## src/logic/pbcap_pkg.sv

```systemverilog
// constants, types and decode for the power budgeting capability registers
package pbcap_pkg;
    localparam int ADDR_W = 12;
    localparam int DATA_W = 32;
    localparam int WORD_COUNT = 8;
    localparam logic [11:0] OFF_HEADER = 12'h280;
    localparam logic [11:0] OFF_SELECT = 12'h284;
    localparam logic [11:0] OFF_READOUT = 12'h288;
    localparam logic [11:0] OFF_ALLOC = 12'h28C;
    localparam logic [11:0] OFF_SWITCH_CTL = 12'h290;
    localparam logic [11:0] OFF_WORD_FIRST = 12'h300;
    localparam logic [11:0] OFF_WORD_LAST = 12'h31C;
    localparam int ID_LSB = 0;
    localparam int VERSION_LSB = 16;
    localparam int NEXT_PTR_LSB = 20;
    localparam int SELECT_LSB = 0;
    localparam int SYSTEM_ALLOCATED_BIT = 0;
    localparam int WORD_UNLOCK_BIT = 0;
    localparam logic [15:0] ID_RESET = 16'h0000;
    localparam logic [15:0] ID_POWER_BUDGET = 16'h0004;
    localparam logic [3:0] VERSION_RESET = 4'h0;
    localparam logic [3:0] VERSION_CURRENT = 4'h1;
    localparam logic [11:0] NEXT_PTR_END = 12'h000;
    localparam logic [7:0] SELECT_RESET = 8'h00;
    localparam logic [7:0] SELECT_LAST_WORD = 8'h07;
    localparam logic SYSTEM_ALLOCATED_RESET = 1'b0;
    localparam logic WORD_UNLOCK_RESET = 1'b0;
    localparam logic [31:0] WORD_RESET = 32'h0000_0000;
    localparam logic [1:0] RESP_OKAY = 2'h0;
    localparam logic [1:0] RESP_SLVERR = 2'h2;

    typedef struct packed {
        logic [11:0] next_structure_pointer;
        logic [3:0] structure_version;
        logic [15:0] structure_identifier;
    } pbcap_header_type;

    typedef enum logic [6:0] {
        REG_NONE = 7'h01,
        REG_HEADER = 7'h02,
        REG_SELECT = 7'h04,
        REG_READOUT = 7'h08,
        REG_ALLOC = 7'h10,
        REG_SWITCH_CTL = 7'h20,
        REG_WORD = 7'h40
    } pbcap_reg_type;

    function automatic pbcap_reg_type pbcap_decode(input logic [11:0] addr);
        pbcap_reg_type r;
        r = REG_NONE;
        if (addr[1:0] == 2'h0) begin
            if (addr == OFF_HEADER) r = REG_HEADER;
            else if (addr == OFF_SELECT) r = REG_SELECT;
            else if (addr == OFF_READOUT) r = REG_READOUT;
            else if (addr == OFF_ALLOC) r = REG_ALLOC;
            else if (addr == OFF_SWITCH_CTL) r = REG_SWITCH_CTL;
            else if (addr >= OFF_WORD_FIRST && addr <= OFF_WORD_LAST) r = REG_WORD;
        end
        return r;
    endfunction

    function automatic logic [31:0] pbcap_merge(input logic [31:0] old_value,
                                                input logic [31:0] new_value,
                                                input logic [3:0] strb);
        logic [31:0] m;
        m = old_value;
        for (int b = 0; b < 4; b++) begin
            if (strb[b]) m[b*8 +: 8] = new_value[b*8 +: 8];
        end
        return m;
    endfunction
endpackage

```

## src/logic/pbcap_readout_mux.sv

```systemverilog
// readout selection of one stored budget data word
`timescale 1ns/1ns
`default_nettype none
module pbcap_readout_mux #(
    parameter int WORDS = 8
) (
    // stored words and selector
    input wire logic [WORDS-1:0][31:0] words,
    input wire logic [7:0] select,
    // selected value
    output logic [31:0] data
);
    localparam int IDX_W = (WORDS > 1) ? $clog2(WORDS) : 1;

    always_comb begin
        // out-of-range selector reads zero rather than aliasing a word
        if (select < 8'(WORDS)) begin
            data = words[select[IDX_W-1:0]];
        end else begin
            data = 32'h0000_0000;
        end
    end
endmodule
`default_nettype wire

```

## src/logic/pbcap_regs.sv

```systemverilog
// power budgeting capability register bank behind an AXI4-Lite slave
// Notes on behaviour
// - header identifier bits 15:0 reset zero; preload 0x4 marks power budgeting structure
// - header version bits 19:16 reset zero; loaded with 0x1 at initialisation
// - header bits 31:20 point to next structure; zero ends the list
// - select bits 7:0 read-write, reset zero, picks the word shown in readout
// - select above 7 makes the readout return zero
// - allocation flags bit 0 is lockable system-allocated flag
// - eight data words at 0x300-0x31C writable only while unlock bit set
`timescale 1ns/1ns
`default_nettype none
module pbcap_regs #(
    parameter int WORDS = pbcap_pkg::WORD_COUNT,
    parameter logic [11:0] NEXT_PTR_RESET = pbcap_pkg::NEXT_PTR_END
) (
    // clock and reset
    input wire logic aclk,
    input wire logic aresetn,
    // write address and data
    input wire logic [11:0] awaddr,
    input wire logic awvalid,
    output logic awready,
    input wire logic [31:0] wdata,
    input wire logic [3:0] wstrb,
    input wire logic wvalid,
    output logic wready,
    // write response
    output logic [1:0] bresp,
    output logic bvalid,
    input wire logic bready,
    // read address and data
    input wire logic [11:0] araddr,
    input wire logic arvalid,
    output logic arready,
    output logic [31:0] rdata,
    output logic [1:0] rresp,
    output logic rvalid,
    input wire logic rready
);
    logic awready_reg, wready_reg, bvalid_reg, arready_reg, rvalid_reg;
    logic aw_held_reg, w_held_reg;
    logic [1:0] bresp_reg, rresp_reg;
    logic [31:0] rdata_reg;
    logic [11:0] aw_addr_reg;
    logic [31:0] w_data_reg;
    logic [3:0] w_strb_reg;
    pbcap_pkg::pbcap_header_type header_reg;
    logic [7:0] select_reg;
    logic alloc_reg;
    logic unlock_reg;
    logic [WORDS-1:0][31:0] word_mem;
    logic [31:0] readout_data;
    logic wr_fire, ar_fire;
    pbcap_pkg::pbcap_reg_type wr_target, rd_target;
    logic [2:0] wr_index;

    assign wr_fire = aw_held_reg && w_held_reg && !bvalid_reg;
    assign ar_fire = arvalid && arready_reg;
    assign wr_target = pbcap_pkg::pbcap_decode(aw_addr_reg);
    assign rd_target = pbcap_pkg::pbcap_decode(araddr);
    assign wr_index = aw_addr_reg[4:2];

    assign awready = awready_reg;
    assign wready = wready_reg;
    assign bvalid = bvalid_reg;
    assign bresp = bresp_reg;
    assign arready = arready_reg;
    assign rvalid = rvalid_reg;
    assign rdata = rdata_reg;
    assign rresp = rresp_reg;

    // write address channel, held until the write is carried out
    always_ff @(posedge aclk) begin
        if (!aresetn) begin
            awready_reg <= 1'b0;
            aw_held_reg <= 1'b0;
            aw_addr_reg <= 12'h000;
        end else if (awvalid && awready_reg) begin
            awready_reg <= 1'b0;
            aw_held_reg <= 1'b1;
            aw_addr_reg <= awaddr;
        end else if (wr_fire) begin
            aw_held_reg <= 1'b0;
        end else if (!aw_held_reg && !bvalid_reg) begin
            awready_reg <= 1'b1;
        end
    end

    // write data channel, taken independently of the address
    always_ff @(posedge aclk) begin
        if (!aresetn) begin
            wready_reg <= 1'b0;
            w_held_reg <= 1'b0;
            w_data_reg <= 32'h0000_0000;
            w_strb_reg <= 4'h0;
        end else if (wvalid && wready_reg) begin
            wready_reg <= 1'b0;
            w_held_reg <= 1'b1;
            w_data_reg <= wdata;
            w_strb_reg <= wstrb;
        end else if (wr_fire) begin
            w_held_reg <= 1'b0;
        end else if (!w_held_reg && !bvalid_reg) begin
            wready_reg <= 1'b1;
        end
    end

    // write response; locked writes complete okay but are dropped
    always_ff @(posedge aclk) begin
        if (!aresetn) begin
            bvalid_reg <= 1'b0;
            bresp_reg <= pbcap_pkg::RESP_OKAY;
        end else if (wr_fire) begin
            bvalid_reg <= 1'b1;
            bresp_reg <= (wr_target == pbcap_pkg::REG_NONE) ? pbcap_pkg::RESP_SLVERR
                                                            : pbcap_pkg::RESP_OKAY;
        end else if (bready) begin
            bvalid_reg <= 1'b0;
        end
    end

    // lockable header; bus writes change it only while unlocked
    always_ff @(posedge aclk) begin
        if (!aresetn) begin
            header_reg.structure_identifier <= pbcap_pkg::ID_RESET;
            header_reg.structure_version <= pbcap_pkg::VERSION_RESET;
            header_reg.next_structure_pointer <= NEXT_PTR_RESET;
        end else if (wr_fire && unlock_reg && wr_target == pbcap_pkg::REG_HEADER) begin
            header_reg <= pbcap_pkg::pbcap_merge(header_reg, w_data_reg, w_strb_reg);
        end
    end

    // select field, always writable
    always_ff @(posedge aclk) begin
        if (!aresetn) begin
            select_reg <= pbcap_pkg::SELECT_RESET;
        end else if (wr_fire && wr_target == pbcap_pkg::REG_SELECT && w_strb_reg[0]) begin
            select_reg <= w_data_reg[pbcap_pkg::SELECT_LSB +: 8];
        end
    end

    // system allocated flag, lockable
    always_ff @(posedge aclk) begin
        if (!aresetn) begin
            alloc_reg <= pbcap_pkg::SYSTEM_ALLOCATED_RESET;
        end else if (wr_fire && unlock_reg && wr_target == pbcap_pkg::REG_ALLOC
                     && w_strb_reg[0]) begin
            alloc_reg <= w_data_reg[pbcap_pkg::SYSTEM_ALLOCATED_BIT];
        end
    end

    // unlock bit of the switch control register
    always_ff @(posedge aclk) begin
        if (!aresetn) begin
            unlock_reg <= pbcap_pkg::WORD_UNLOCK_RESET;
        end else if (wr_fire && wr_target == pbcap_pkg::REG_SWITCH_CTL && w_strb_reg[0]) begin
            unlock_reg <= w_data_reg[pbcap_pkg::WORD_UNLOCK_BIT];
        end
    end

    // budget data words; one reset here, so sticky means only this reset clears
    always_ff @(posedge aclk) begin
        if (!aresetn) begin
            word_mem <= {WORDS{pbcap_pkg::WORD_RESET}};
        end else if (wr_fire && unlock_reg && wr_target == pbcap_pkg::REG_WORD) begin
            word_mem[wr_index] <= pbcap_pkg::pbcap_merge(word_mem[wr_index], w_data_reg,
                                                         w_strb_reg);
        end
    end

    pbcap_readout_mux #(
        .WORDS(WORDS)
    ) u_readout (
        .words(word_mem),
        .select(select_reg),
        .data(readout_data)
    );

    // read channel; answer one cycle after the address is taken
    always_ff @(posedge aclk) begin
        if (!aresetn) begin
            arready_reg <= 1'b0;
            rvalid_reg <= 1'b0;
            rdata_reg <= 32'h0000_0000;
            rresp_reg <= pbcap_pkg::RESP_OKAY;
        end else if (ar_fire) begin
            arready_reg <= 1'b0;
            rvalid_reg <= 1'b1;
            rresp_reg <= pbcap_pkg::RESP_OKAY;
            unique case (rd_target)
                pbcap_pkg::REG_HEADER: rdata_reg <= header_reg;
                pbcap_pkg::REG_SELECT: rdata_reg <= {24'h000000, select_reg};
                pbcap_pkg::REG_READOUT: rdata_reg <= readout_data;
                pbcap_pkg::REG_ALLOC: rdata_reg <= {31'h00000000, alloc_reg};
                pbcap_pkg::REG_SWITCH_CTL: rdata_reg <= {31'h00000000, unlock_reg};
                pbcap_pkg::REG_WORD: rdata_reg <= word_mem[araddr[4:2]];
                default: begin
                    rdata_reg <= 32'h0000_0000;
                    rresp_reg <= pbcap_pkg::RESP_SLVERR;
                end
            endcase
        end else if (rvalid_reg) begin
            if (rready) rvalid_reg <= 1'b0;
        end else begin
            arready_reg <= 1'b1;
        end
    end
endmodule
`default_nettype wire

```

## config.mk

```make
export PLATFORM = sky130hd
export DESIGN_NAME = pbcap_regs
export DESIGN_NICKNAME = d
export VERILOG_FILES = /design/src/logic/pbcap_pkg.sv /design/src/logic/pbcap_readout_mux.sv /design/src/logic/pbcap_regs.sv
export SDC_FILE = /design/constraint.sdc
export NUM_CORES = 1
export LEC_CHECK = 0
export BUFFER_PORTS_ARGS = -buffer_cell sky130_fd_sc_hd__buf_2
export CAP_MARGIN = 20
export CORE_MARGIN = 3
export CORE_UTILIZATION = 30
export DETAILED_ROUTE_END_ITERATION = 8
export GPL_TIMING_DRIVEN = 0
export MAX_ROUTING_LAYER = met4
export PLACE_DENSITY = 0.51
export SYNTH_ARGS = -nofsm -noshare
export SYNTH_HDL_FRONTEND = slang
export SYNTH_SLANG_ARGS = --single-unit
```

## constraint.sdc

```tcl
create_clock -name aclk -period 4 [get_ports aclk]
set_input_delay 0.4 -clock aclk [delete_from_list [all_inputs] [get_ports aclk]]
set_output_delay 0.4 -clock aclk [all_outputs]
set_load 0.02 [all_outputs]
```

Word-level counts from Yosys, hierarchy flattened. Cells that the tools add are included.

Flip-flop bits (word level): 389. Bits of input ports: 67. Output and inout port bits: 41. Word-level logic and storage cells: 146.

Order comparisons: 9. Equal/unequal tests: 22. Multiplexer cells: 47. Bitwise operators: 2. Reductions and logical operators: 37.

Operator list (number): 32-bit binary-select mux with 3-bit select (3); 256-bit bitwise mux (1); 32-bit case mux with 6 select lines (1); 32-bit two-way mux (5); 12-bit by 10-bit equality test with 1-bit output (second input constant) (10); 7-bit two-way mux (14); 32-bit demux with 3-bit select (1); 8-bit two-way mux (12); 12-bit by 10-bit >= comparator with 1-bit output (second input constant) (2); 12-bit by 10-bit <= comparator with 1-bit output (second input constant) (2); 1-bit logical AND (19); 7-bit by 2-bit equality test with 1-bit output (second input constant) (2); 7-bit by 3-bit equality test with 1-bit output (second input constant) (2); 7-bit by 5-bit equality test with 1-bit output (second input constant) (2); 7-bit by 6-bit equality test with 1-bit output (second input constant) (2); 7-bit equality test (second input constant) (2); 3-bit by 4-bit < comparator with 1-bit output (second input constant) (3); 2-bit AND reduction (6); 8-bit by 4-bit < comparator with 1-bit output (second input constant) (1); 1-bit two-way mux (8); 7-bit by 1-bit equality test with 1-bit output (second input constant) (1); 7-bit by 4-bit equality test with 1-bit output (second input constant) (1); 2-bit nonzero test (3); 2-bit OR reduction (3); other kinds (6) (11).

Logic depth before layout (Yosys ltp). Gate-level depths: netlist of run 1.

Depth after elaboration: 14. Gate-level depth with buffers: 8. Gate-level depth less buffers: 5.

Cells and area by module. A second synthesis of run 1 with hierarchy kept.

Cells, all modules: 2276. Area, all modules: 21936.0 sq um.

Modules (own cells, without submodules): pbcap_regs (times used 1, cells an instance 2015, area an instance 19721.4 sq um, seq. area each 7747.4 sq um); pbcap_readout_mux (times used 1, cells an instance 261, area an instance 2214.6 sq um, seq. area each 0.0 sq um).

Worst setup path after synthesis of run 1. Ideal clock, no wire load.

Path type: input to register. Start point: input port araddr[4]. End point: register rdata_reg[1] (netlist: rdata[1]). Library setup time: 134 ps. Arrival time: 1929 ps. Data required time: 3866 ps. Setup slack: 1936 ps. Stages on the path: 6. Path buffers: 2. Cells stage by stage: buf_2 > buf_2 > mux4_2 > mux2_2 > a221oi_1 > a311oi_1.

Longest elaborated chain between the ends: 11. Elaborated cells between the ends (all ways): 24. Those cells by class: 2 x order compare; 11 x eq/ne; 10 x mux; 1 x reduce/logical.

RTL lines: start: declaration (line pbcap_regs.sv:32) `input wire logic [11:0] araddr,`; 12-bit by 10-bit >= comparator with 1-bit output or 12-bit by 10-bit <= comparator with 1-bit output (tied branches) (line pbcap_pkg.sv:57) `else if (addr >= OFF_WORD_FIRST && addr <= OFF_WORD_LAST) r = REG_WORD;`; 1-bit logical AND (line pbcap_pkg.sv:57); 7-bit two-way mux (line pbcap_pkg.sv:57); 7-bit two-way mux (line pbcap_pkg.sv:56) `else if (addr == OFF_SWITCH_CTL) r = REG_SWITCH_CTL;`; 7-bit two-way mux (line pbcap_pkg.sv:55) `else if (addr == OFF_ALLOC) r = REG_ALLOC;`; 7-bit two-way mux (line pbcap_pkg.sv:54) `else if (addr == OFF_READOUT) r = REG_READOUT;`; 7-bit two-way mux (line pbcap_pkg.sv:53) `else if (addr == OFF_SELECT) r = REG_SELECT;`; 7-bit two-way mux (line pbcap_pkg.sv:52) `if (addr == OFF_HEADER) r = REG_HEADER;`; 7-bit two-way mux (line pbcap_pkg.sv:51) `if (addr[1:0] == 2'h0) begin`; 7-bit equality test (tied with other cells) (line pbcap_regs.sv:190) `unique case (rd_target)`; 32-bit case mux with 6 select lines * (line pbcap_regs.sv:190); end signal: assignment (line pbcap_regs.sv:191) `pbcap_pkg::REG_HEADER: rdata_reg <= header_reg;`; end signal: assignment (line pbcap_regs.sv:192) `pbcap_pkg::REG_SELECT: rdata_reg <= {24'h000000, select_reg};`; end signal: assignment (line pbcap_regs.sv:193) `pbcap_pkg::REG_READOUT: rdata_reg <= readout_data;`; end: declaration (line pbcap_regs.sv:43) `logic [31:0] rdata_reg;`.

Every way passes the cells marked *; elsewhere a longest branch is shown, timed or not. The select of a mux whose other input is x is not followed. A chain may end at the register's enable or synchronous reset.

Final worst setup path of run 1.
Start point: register aw_addr_reg[2]. End point: register word_mem[104] in the netlist's numbering.

Longest elaborated chain between the ends: 11. Elaborated cells between the ends (all ways): 28. Those cells by class: 4 x order compare; 6 x eq/ne; 15 x mux; 3 x reduce/logical.

RTL lines: start: declaration (line pbcap_regs.sv:44) `logic [11:0] aw_addr_reg;`; start signal: assignment (line pbcap_regs.sv:81) `aw_addr_reg <= awaddr;`; 12-bit by 10-bit >= comparator with 1-bit output or 12-bit by 10-bit <= comparator with 1-bit output (tied branches) (line pbcap_pkg.sv:57); 1-bit logical AND (line pbcap_pkg.sv:57); 7-bit two-way mux (line pbcap_pkg.sv:57); 7-bit two-way mux (line pbcap_pkg.sv:56); 7-bit two-way mux (line pbcap_pkg.sv:55); 7-bit two-way mux (line pbcap_pkg.sv:54); 7-bit two-way mux (line pbcap_pkg.sv:53); 7-bit two-way mux (line pbcap_pkg.sv:52); 7-bit two-way mux (line pbcap_pkg.sv:51); 7-bit equality test (line pbcap_regs.sv:165) `end else if (wr_fire && unlock_reg && wr_target == pbcap_pkg::REG_WORD) begin`; 1-bit logical AND (line pbcap_regs.sv:165); end signal: assignment (line pbcap_regs.sv:164) `word_mem <= {WORDS{pbcap_pkg::WORD_RESET}};`; end signal: indexed assignment (line pbcap_regs.sv:166) `word_mem[wr_index] <= pbcap_pkg::pbcap_merge(word_mem[wr_index], w_data_reg,`; end: declaration (line pbcap_regs.sv:51) `logic [WORDS-1:0][31:0] word_mem;`.

Parallel ways exist; a longest one is shown, timed or not. The select of a mux whose other input is x is not followed.

==> out/results.ini, run 1 <==
[yosys]
synth_compound_area_share_pct = 14.5
synth_ff_type = dfxtp_1
yosys.area_share.simple_pct = 14.2
synth_edf_count = 0
synthMuxAreaShare_pct = 27.7
synth_top_area_share_pct = 39.2
yosysSeqAreaShare_pct = 39.2
synth_area_um2 = 19800
syn_inst = 1956
synth_area_per_cell_um2 = 10.1
synth.distinct_cells = 54
ys_top_cells_by_area = dfxtp_1 39%, mux4_2 22%, o21ai_0 7.5%
synth-xor-area-share_pct = 0
yosysWarnings = 0
synth_top_family_by_area = multiplexers
synthAdderAreaFrac_pct = 0
ys_ff_latch = 387
synth-async-reset-ratio_pct = 0
synth.largest_area_cell = dfxtp_1

[routing]
drc = 0
vias = 18000
wl_per_cell_um = 28.0
drt-initial-drc-count = 2025
firstDrtPassIters = 5
routed_via_density = 6.01
routed_wl_mm = 83.9
postRouteAntennaNets = 0

[sta]
hold_viol_final = 0
skew_ns = 0.0318
tns_ns = 0
slew_headroom_pct = 22.4
period_share_pct = 70.4
setup_viol = 0
rsz0062_at_grt = false
drv_slew = 0
tightest_slew_ns = 1.16
fmax_mhz = 355
period_needed_ns = 2.81

[global_routing]
antenna_found_initial = 1
grt_max_degree = 13
overflow = 0
grt_pass1_wl_mm = 121
grt_pass1_vias = 17800
grt.total_usage_pct = 24.3

[floorplan]
die_w_um = 263
core_um2 = 64800
fp.dieH_um = 263
ioPinCount = 108
fp-row-count = 93
die_area_um2 = 69000
start_util_pct = 30.5

[setup_path]
critPathCaptureType = flip-flop
r2r_start = aw_addr_reg[2]
worstPathMaxFanout = 10
reg2regPathDepth = 8
reg2reg_to = word_mem[104]
r2r_setup_slack_ns = 1.19
worstSetupStartpointType = flip-flop
endpoint = word_mem[104]
path_class = reg -> reg
startpoint = aw_addr_reg[2]
cp.arrival_ns = 3.26
crit_required_ns = 4.45

[power_and_ir_drop]
ir_drop_uv = 294
power_uw = 8890
p_leak_uw = 0.00767
power_density_nw_per_um2 = 389

[placement]
placedCellCount = 2915
routabilityCongestion = 0.932
dpl-instance-area_um2 = 21400
dp_hpwl_mm = 56.4
io_buffers = 102

[clock_tree]
post-cts-setup-buffer-count = 0
numCtsBuffers = 45
cts_hold_buf = 0
htree_levels = 2
cts_resized = 0
cts_root_buf = clkbuf_16
clk_pin_slew_worst_paths_ns = 0.06
clk_latency_ns = 0.62
cts_buffer_depth = 3
tritoncts = built
clock-sinks = 387

[status]
status = complete, no violations

[hold_path]
hold_class = in -> reg
whs_path_depth = 3

[layout]
mostFrequentLayoutCell = dfxtp_1
largest_reg_flops = 256
stdcell_area_um2 = 22900
regArea_um2 = 7750
final_cell_mix = 387 x dfxtp_1, 297 x o21ai_0, 265 x nand3_1
drive_gt1_share_pct = 20.8
layoutNonFillerInstCount = 2996
multi_input_area_um2 = 11200
nets = 2174
syn2layout_area_growth_pct = 15.7
regMostFlops = word_mem
diodes = 0
n_fill_cell = 6526

[run]
drv_cap = 0

==> cell type report <==
type                    count  area share [%]
multi-input cells        1372            48.8
flip-flops and latches    387            33.9
clock buffers              63            5.53
well taps                 855            4.68
plain buffers             195            3.75
repair buffers            103            2.30
clock inverters            18            1.07
inverters                   3          0.0492
==> cell families after synthesis <==
group,after synthesis
AND/OR/NAND/NOR,586
AO/OA/AOI/OAI,478
flip-flops,387
multiplexers,306
buffers and inverters,198
other,1
==> routing by layer <==
metal | vias to the layer above | GRT usage (%) | routed length [µm]
met2 | 1069 | 36.7 | 37600
li1 | 7673 | - | -
met3 | 257 | 5.74 | 8460
met5 | - | - | 0
met1 | 9008 | 30.7 | 33600
met4 | 0 | 11.4 | 4180
==> per-stage QoR <==
stage                     setup WS, ns  hold slack, ns  util (%)
after global routing              1.09          0.0528      35.3
final                             1.19          0.0277      35.3
after global placement            1.12           0.451      32.9
after floorplan                   1.94           0.441         -
after CTS                         1.19          0.0208      35.3
after detailed placement          1.11           0.460      33.0
==> power breakdown <==
part           leakage, µW  switching [µW]  internal [µW]  total (µW)
registers          0.00313            40.3           3900        3940
clock network     0.000743            1780           2540        4320
logic              0.00380             439            193         631
==> synth_stat cells, drive strengths merged, types with 3 or more instances <==
library cell	instances
nor4	5
a21boi	74
mux4	191
nor3	7
nor2	6
a311oi	5
a21oi	34
mux2	13
o211a	23
mux2i	102
o21a	4
and2	6
nor2b	29
nand4	7
buf	71
nand3	266
inv	3
nand2	238
o21ai	297
o221ai	23
clkbuf	124
a221oi	7
and3	6
dfxtp	387
==> how the worst min path moves through the flow <==
stage | start | end | slack, ns
2_1_floorplan | header_reg[10] | header_reg[10] | 0.44
3_3_place_gp | header_reg[10] | header_reg[10] | 0.45
3_5_place_dp | header_reg[20] | header_reg[20] | 0.46
4_1_cts | wdata[18] | w_data_reg[18] | 0.02
5_1_grt | wdata[15] | w_data_reg[15] | 0.05
6_report | wdata[18] | w_data_reg[18] | 0.03
==> critical path, cell delays in order, from the launching register on <==
cell and delay (ns):
dfxtp_1 0.33, buf_4 0.26, buf_4 0.32, buf_4 0.36, and2_1 0.24, nand4_1 0.34
clkbuf_1 0.47, nand3_1 0.22, o21ai_0 0.10
No activity file was read; power rests on OpenSTA's default activity.
==> run 2: changes to the inputs <==
PLACE_DENSITY = 0.53   (was 0.51)
clock period = 2.31 ns   (was 4 ns; I/O delays follow)
==> run 2 against run 1 <==
Against the previous run: clock-buffer cell count rose by 2; maximum frequency rose by 23%; highest routed layer unchanged; design area rose by 4.3%; largest power group unchanged; combinational power rose by 89%.
==> out/results.ini, run 2 (synthesis results as in run 1) <==
[sta]
period_needed_ns = 2.28
slew_headroom_pct = 20.4
rsz0062_at_grt = true
skew_ns = 0.0246
drv_slew = 0
hold_viol_final = 0
setup_viol = 0
tightest_slew_ns = 1.19
period_share_pct = 98.7
worst_slack_ns = 0.0299
fmax_mhz = 439

[layout]
nets = 2227
drive_gt1_share_pct = 24.7
final_cell_mix = 387 x dfxtp_1, 295 x o21ai_0, 261 x nand3_1
syn2layout_area_growth_pct = 20.6
largest_reg_flops = 256
stdcell_area_um2 = 23800
regMostFlops = word_mem
final_core_util_pct = 36.8
mostFrequentLayoutCell = dfxtp_1

[power_and_ir_drop]
p_leak_uw = 0.00814
power_density_nw_per_um2 = 662
internal_power_uw = 11900
p_seq_share_pct = 43.3
combPwrFrac_pct = 7.6
switching_share_pct = 24.8
p_clk_share_pct = 49.2
ir_drop_uv = 510
power_uw = 15800
switching_power_uw = 3910

[setup_path]
cp_num_cells = 6
reg2regPathDepth = 6
cp.arrival_ns = 2.73
path_class = reg -> reg
path_common_cell = buf_2
worstPathMaxFanout = 10
cpMaxStageDelayCell = buf_2
critPathCaptureType = flip-flop
worstSetupStartpointType = flip-flop
cp_top_family = buffers and inverters
crit_required_ns = 2.76
crit_chain = buf_2 > buf_2 > buf_4 > mux4_2 > o2111ai_1 > a31oi_1
slowest_delay_ns = 0.47
critical_path_buf_inv_count = 3

[floorplan]
start_util_pct = 30.5
ioPinCount = 108
fp-row-count = 93
core_um2 = 64800
die_area_um2 = 69000
fp.dieH_um = 263
die_w_um = 263

[routing]
wl_met1_mm = 33.4
dr.max_layer_used = met4
route.met2.wl_mm = 37.4
wl_per_cell_um = 27.5
vias = 18500
drt-initial-drc-count = 2344
firstDrtPassIters = 6
drc = 0
wl_met3_mm = 8.62
postRouteAntennaNets = 0
routed_via_density = 6.05
routed_wl_mm = 84.0

[placement]
routabilityCongestion = 0.939
io_buffers = 102
dpl-instance-area_um2 = 21300
pre_cts_ws_ns = -0.500
dp_hpwl_mm = 55.9

[clock_tree]
cts_root_buf = clkbuf_16
numCtsBuffers = 46
tritoncts = built
clk_pin_slew_worst_paths_ns = 0.05
cts_buffer_depth = 3
htree_levels = 2
clk_latency_ns = 0.59
clock-sinks = 387

[global_routing]
grt_pass1_wl_mm = 121
antenna_found_initial = 2
grt_pass1_vias = 18000
grt_max_degree = 13
grt.total_usage_pct = 24.1
overflow = 0

[run]
drv_cap = 0

[hold_path]
whs_path_depth = 4
hold_class = in -> reg

[status]
status = complete, no violations

run 2: worst reg2reg max path: stages, from the launching register on:
cell and delay, ns:
dfxtp_1 0.30, buf_2 0.23, buf_2 0.47, buf_4 0.40
mux4_2 0.36, o2111ai_1 0.28, a31oi_1 0.12
run 2: power by group through the flow:
stage | Combinational, µW | Sequential, µW | Clock (µW)
floorplan | 564 | 6990 | 0
global placement | 1080 | 6970 | 0
detailed placement | 1090 | 6970 | 0
CTS | 1170 | 6830 | 7820
global route | 1250 | 6840 | 8080
finish | 1190 | 6830 | 7760
run 2: cell type report:
cell class,instances,area (µm²)
buffer,190,1080
fill,6392,41000
multi-input combinational,1372,11300
inverter,3,11.3
clock inverter,18,244
timing repair buffer,160,1080
tap,855,1070
antenna,1,2.50
sequential,387,7750
clock buffer,65,1340
run 2: timing repair:
item | 4_1_cts | 5_1_grt
gates resized for setup | 105 | 69
hold buffers | 52 | 0
endpoints found under the hold margin | 52 | 0
endpoints found under the setup margin | 312 | 306
setup buffers | 5 | 1
run 2: through the flow:
step,instances,hold slack (ns),TNS (ns)
floorplan,1957,0.376,0
global placement,2914,0.452,-62.54
detailed placement,2914,0.463,-68.04
CTS,3053,0.152,-0.0122
global route,3050,0.212,-0.0182
finish,3051,0.160,0
run 2: routing by layer:
| metal | vias up | global-route usage, % |
|---|---|---|
| met1 | 9229 | 30.7 |
| met2 | 1161 | 36.0 |
| li1 | 7774 | - |
| met5 | - | - |
| met4 | 0 | 11.9 |
| met3 | 287 | 5.75 |
run 2: final timing paths:
check,slack [ns],end,from
worst max-delay path,0.03,rdata[30],select_reg[1]
worst min-delay path,0.16,rresp[1],araddr[0]
worst max register to register,0.03,rdata[30],select_reg[1]
worst min register to register,0.47,header_reg[14],header_reg[14]
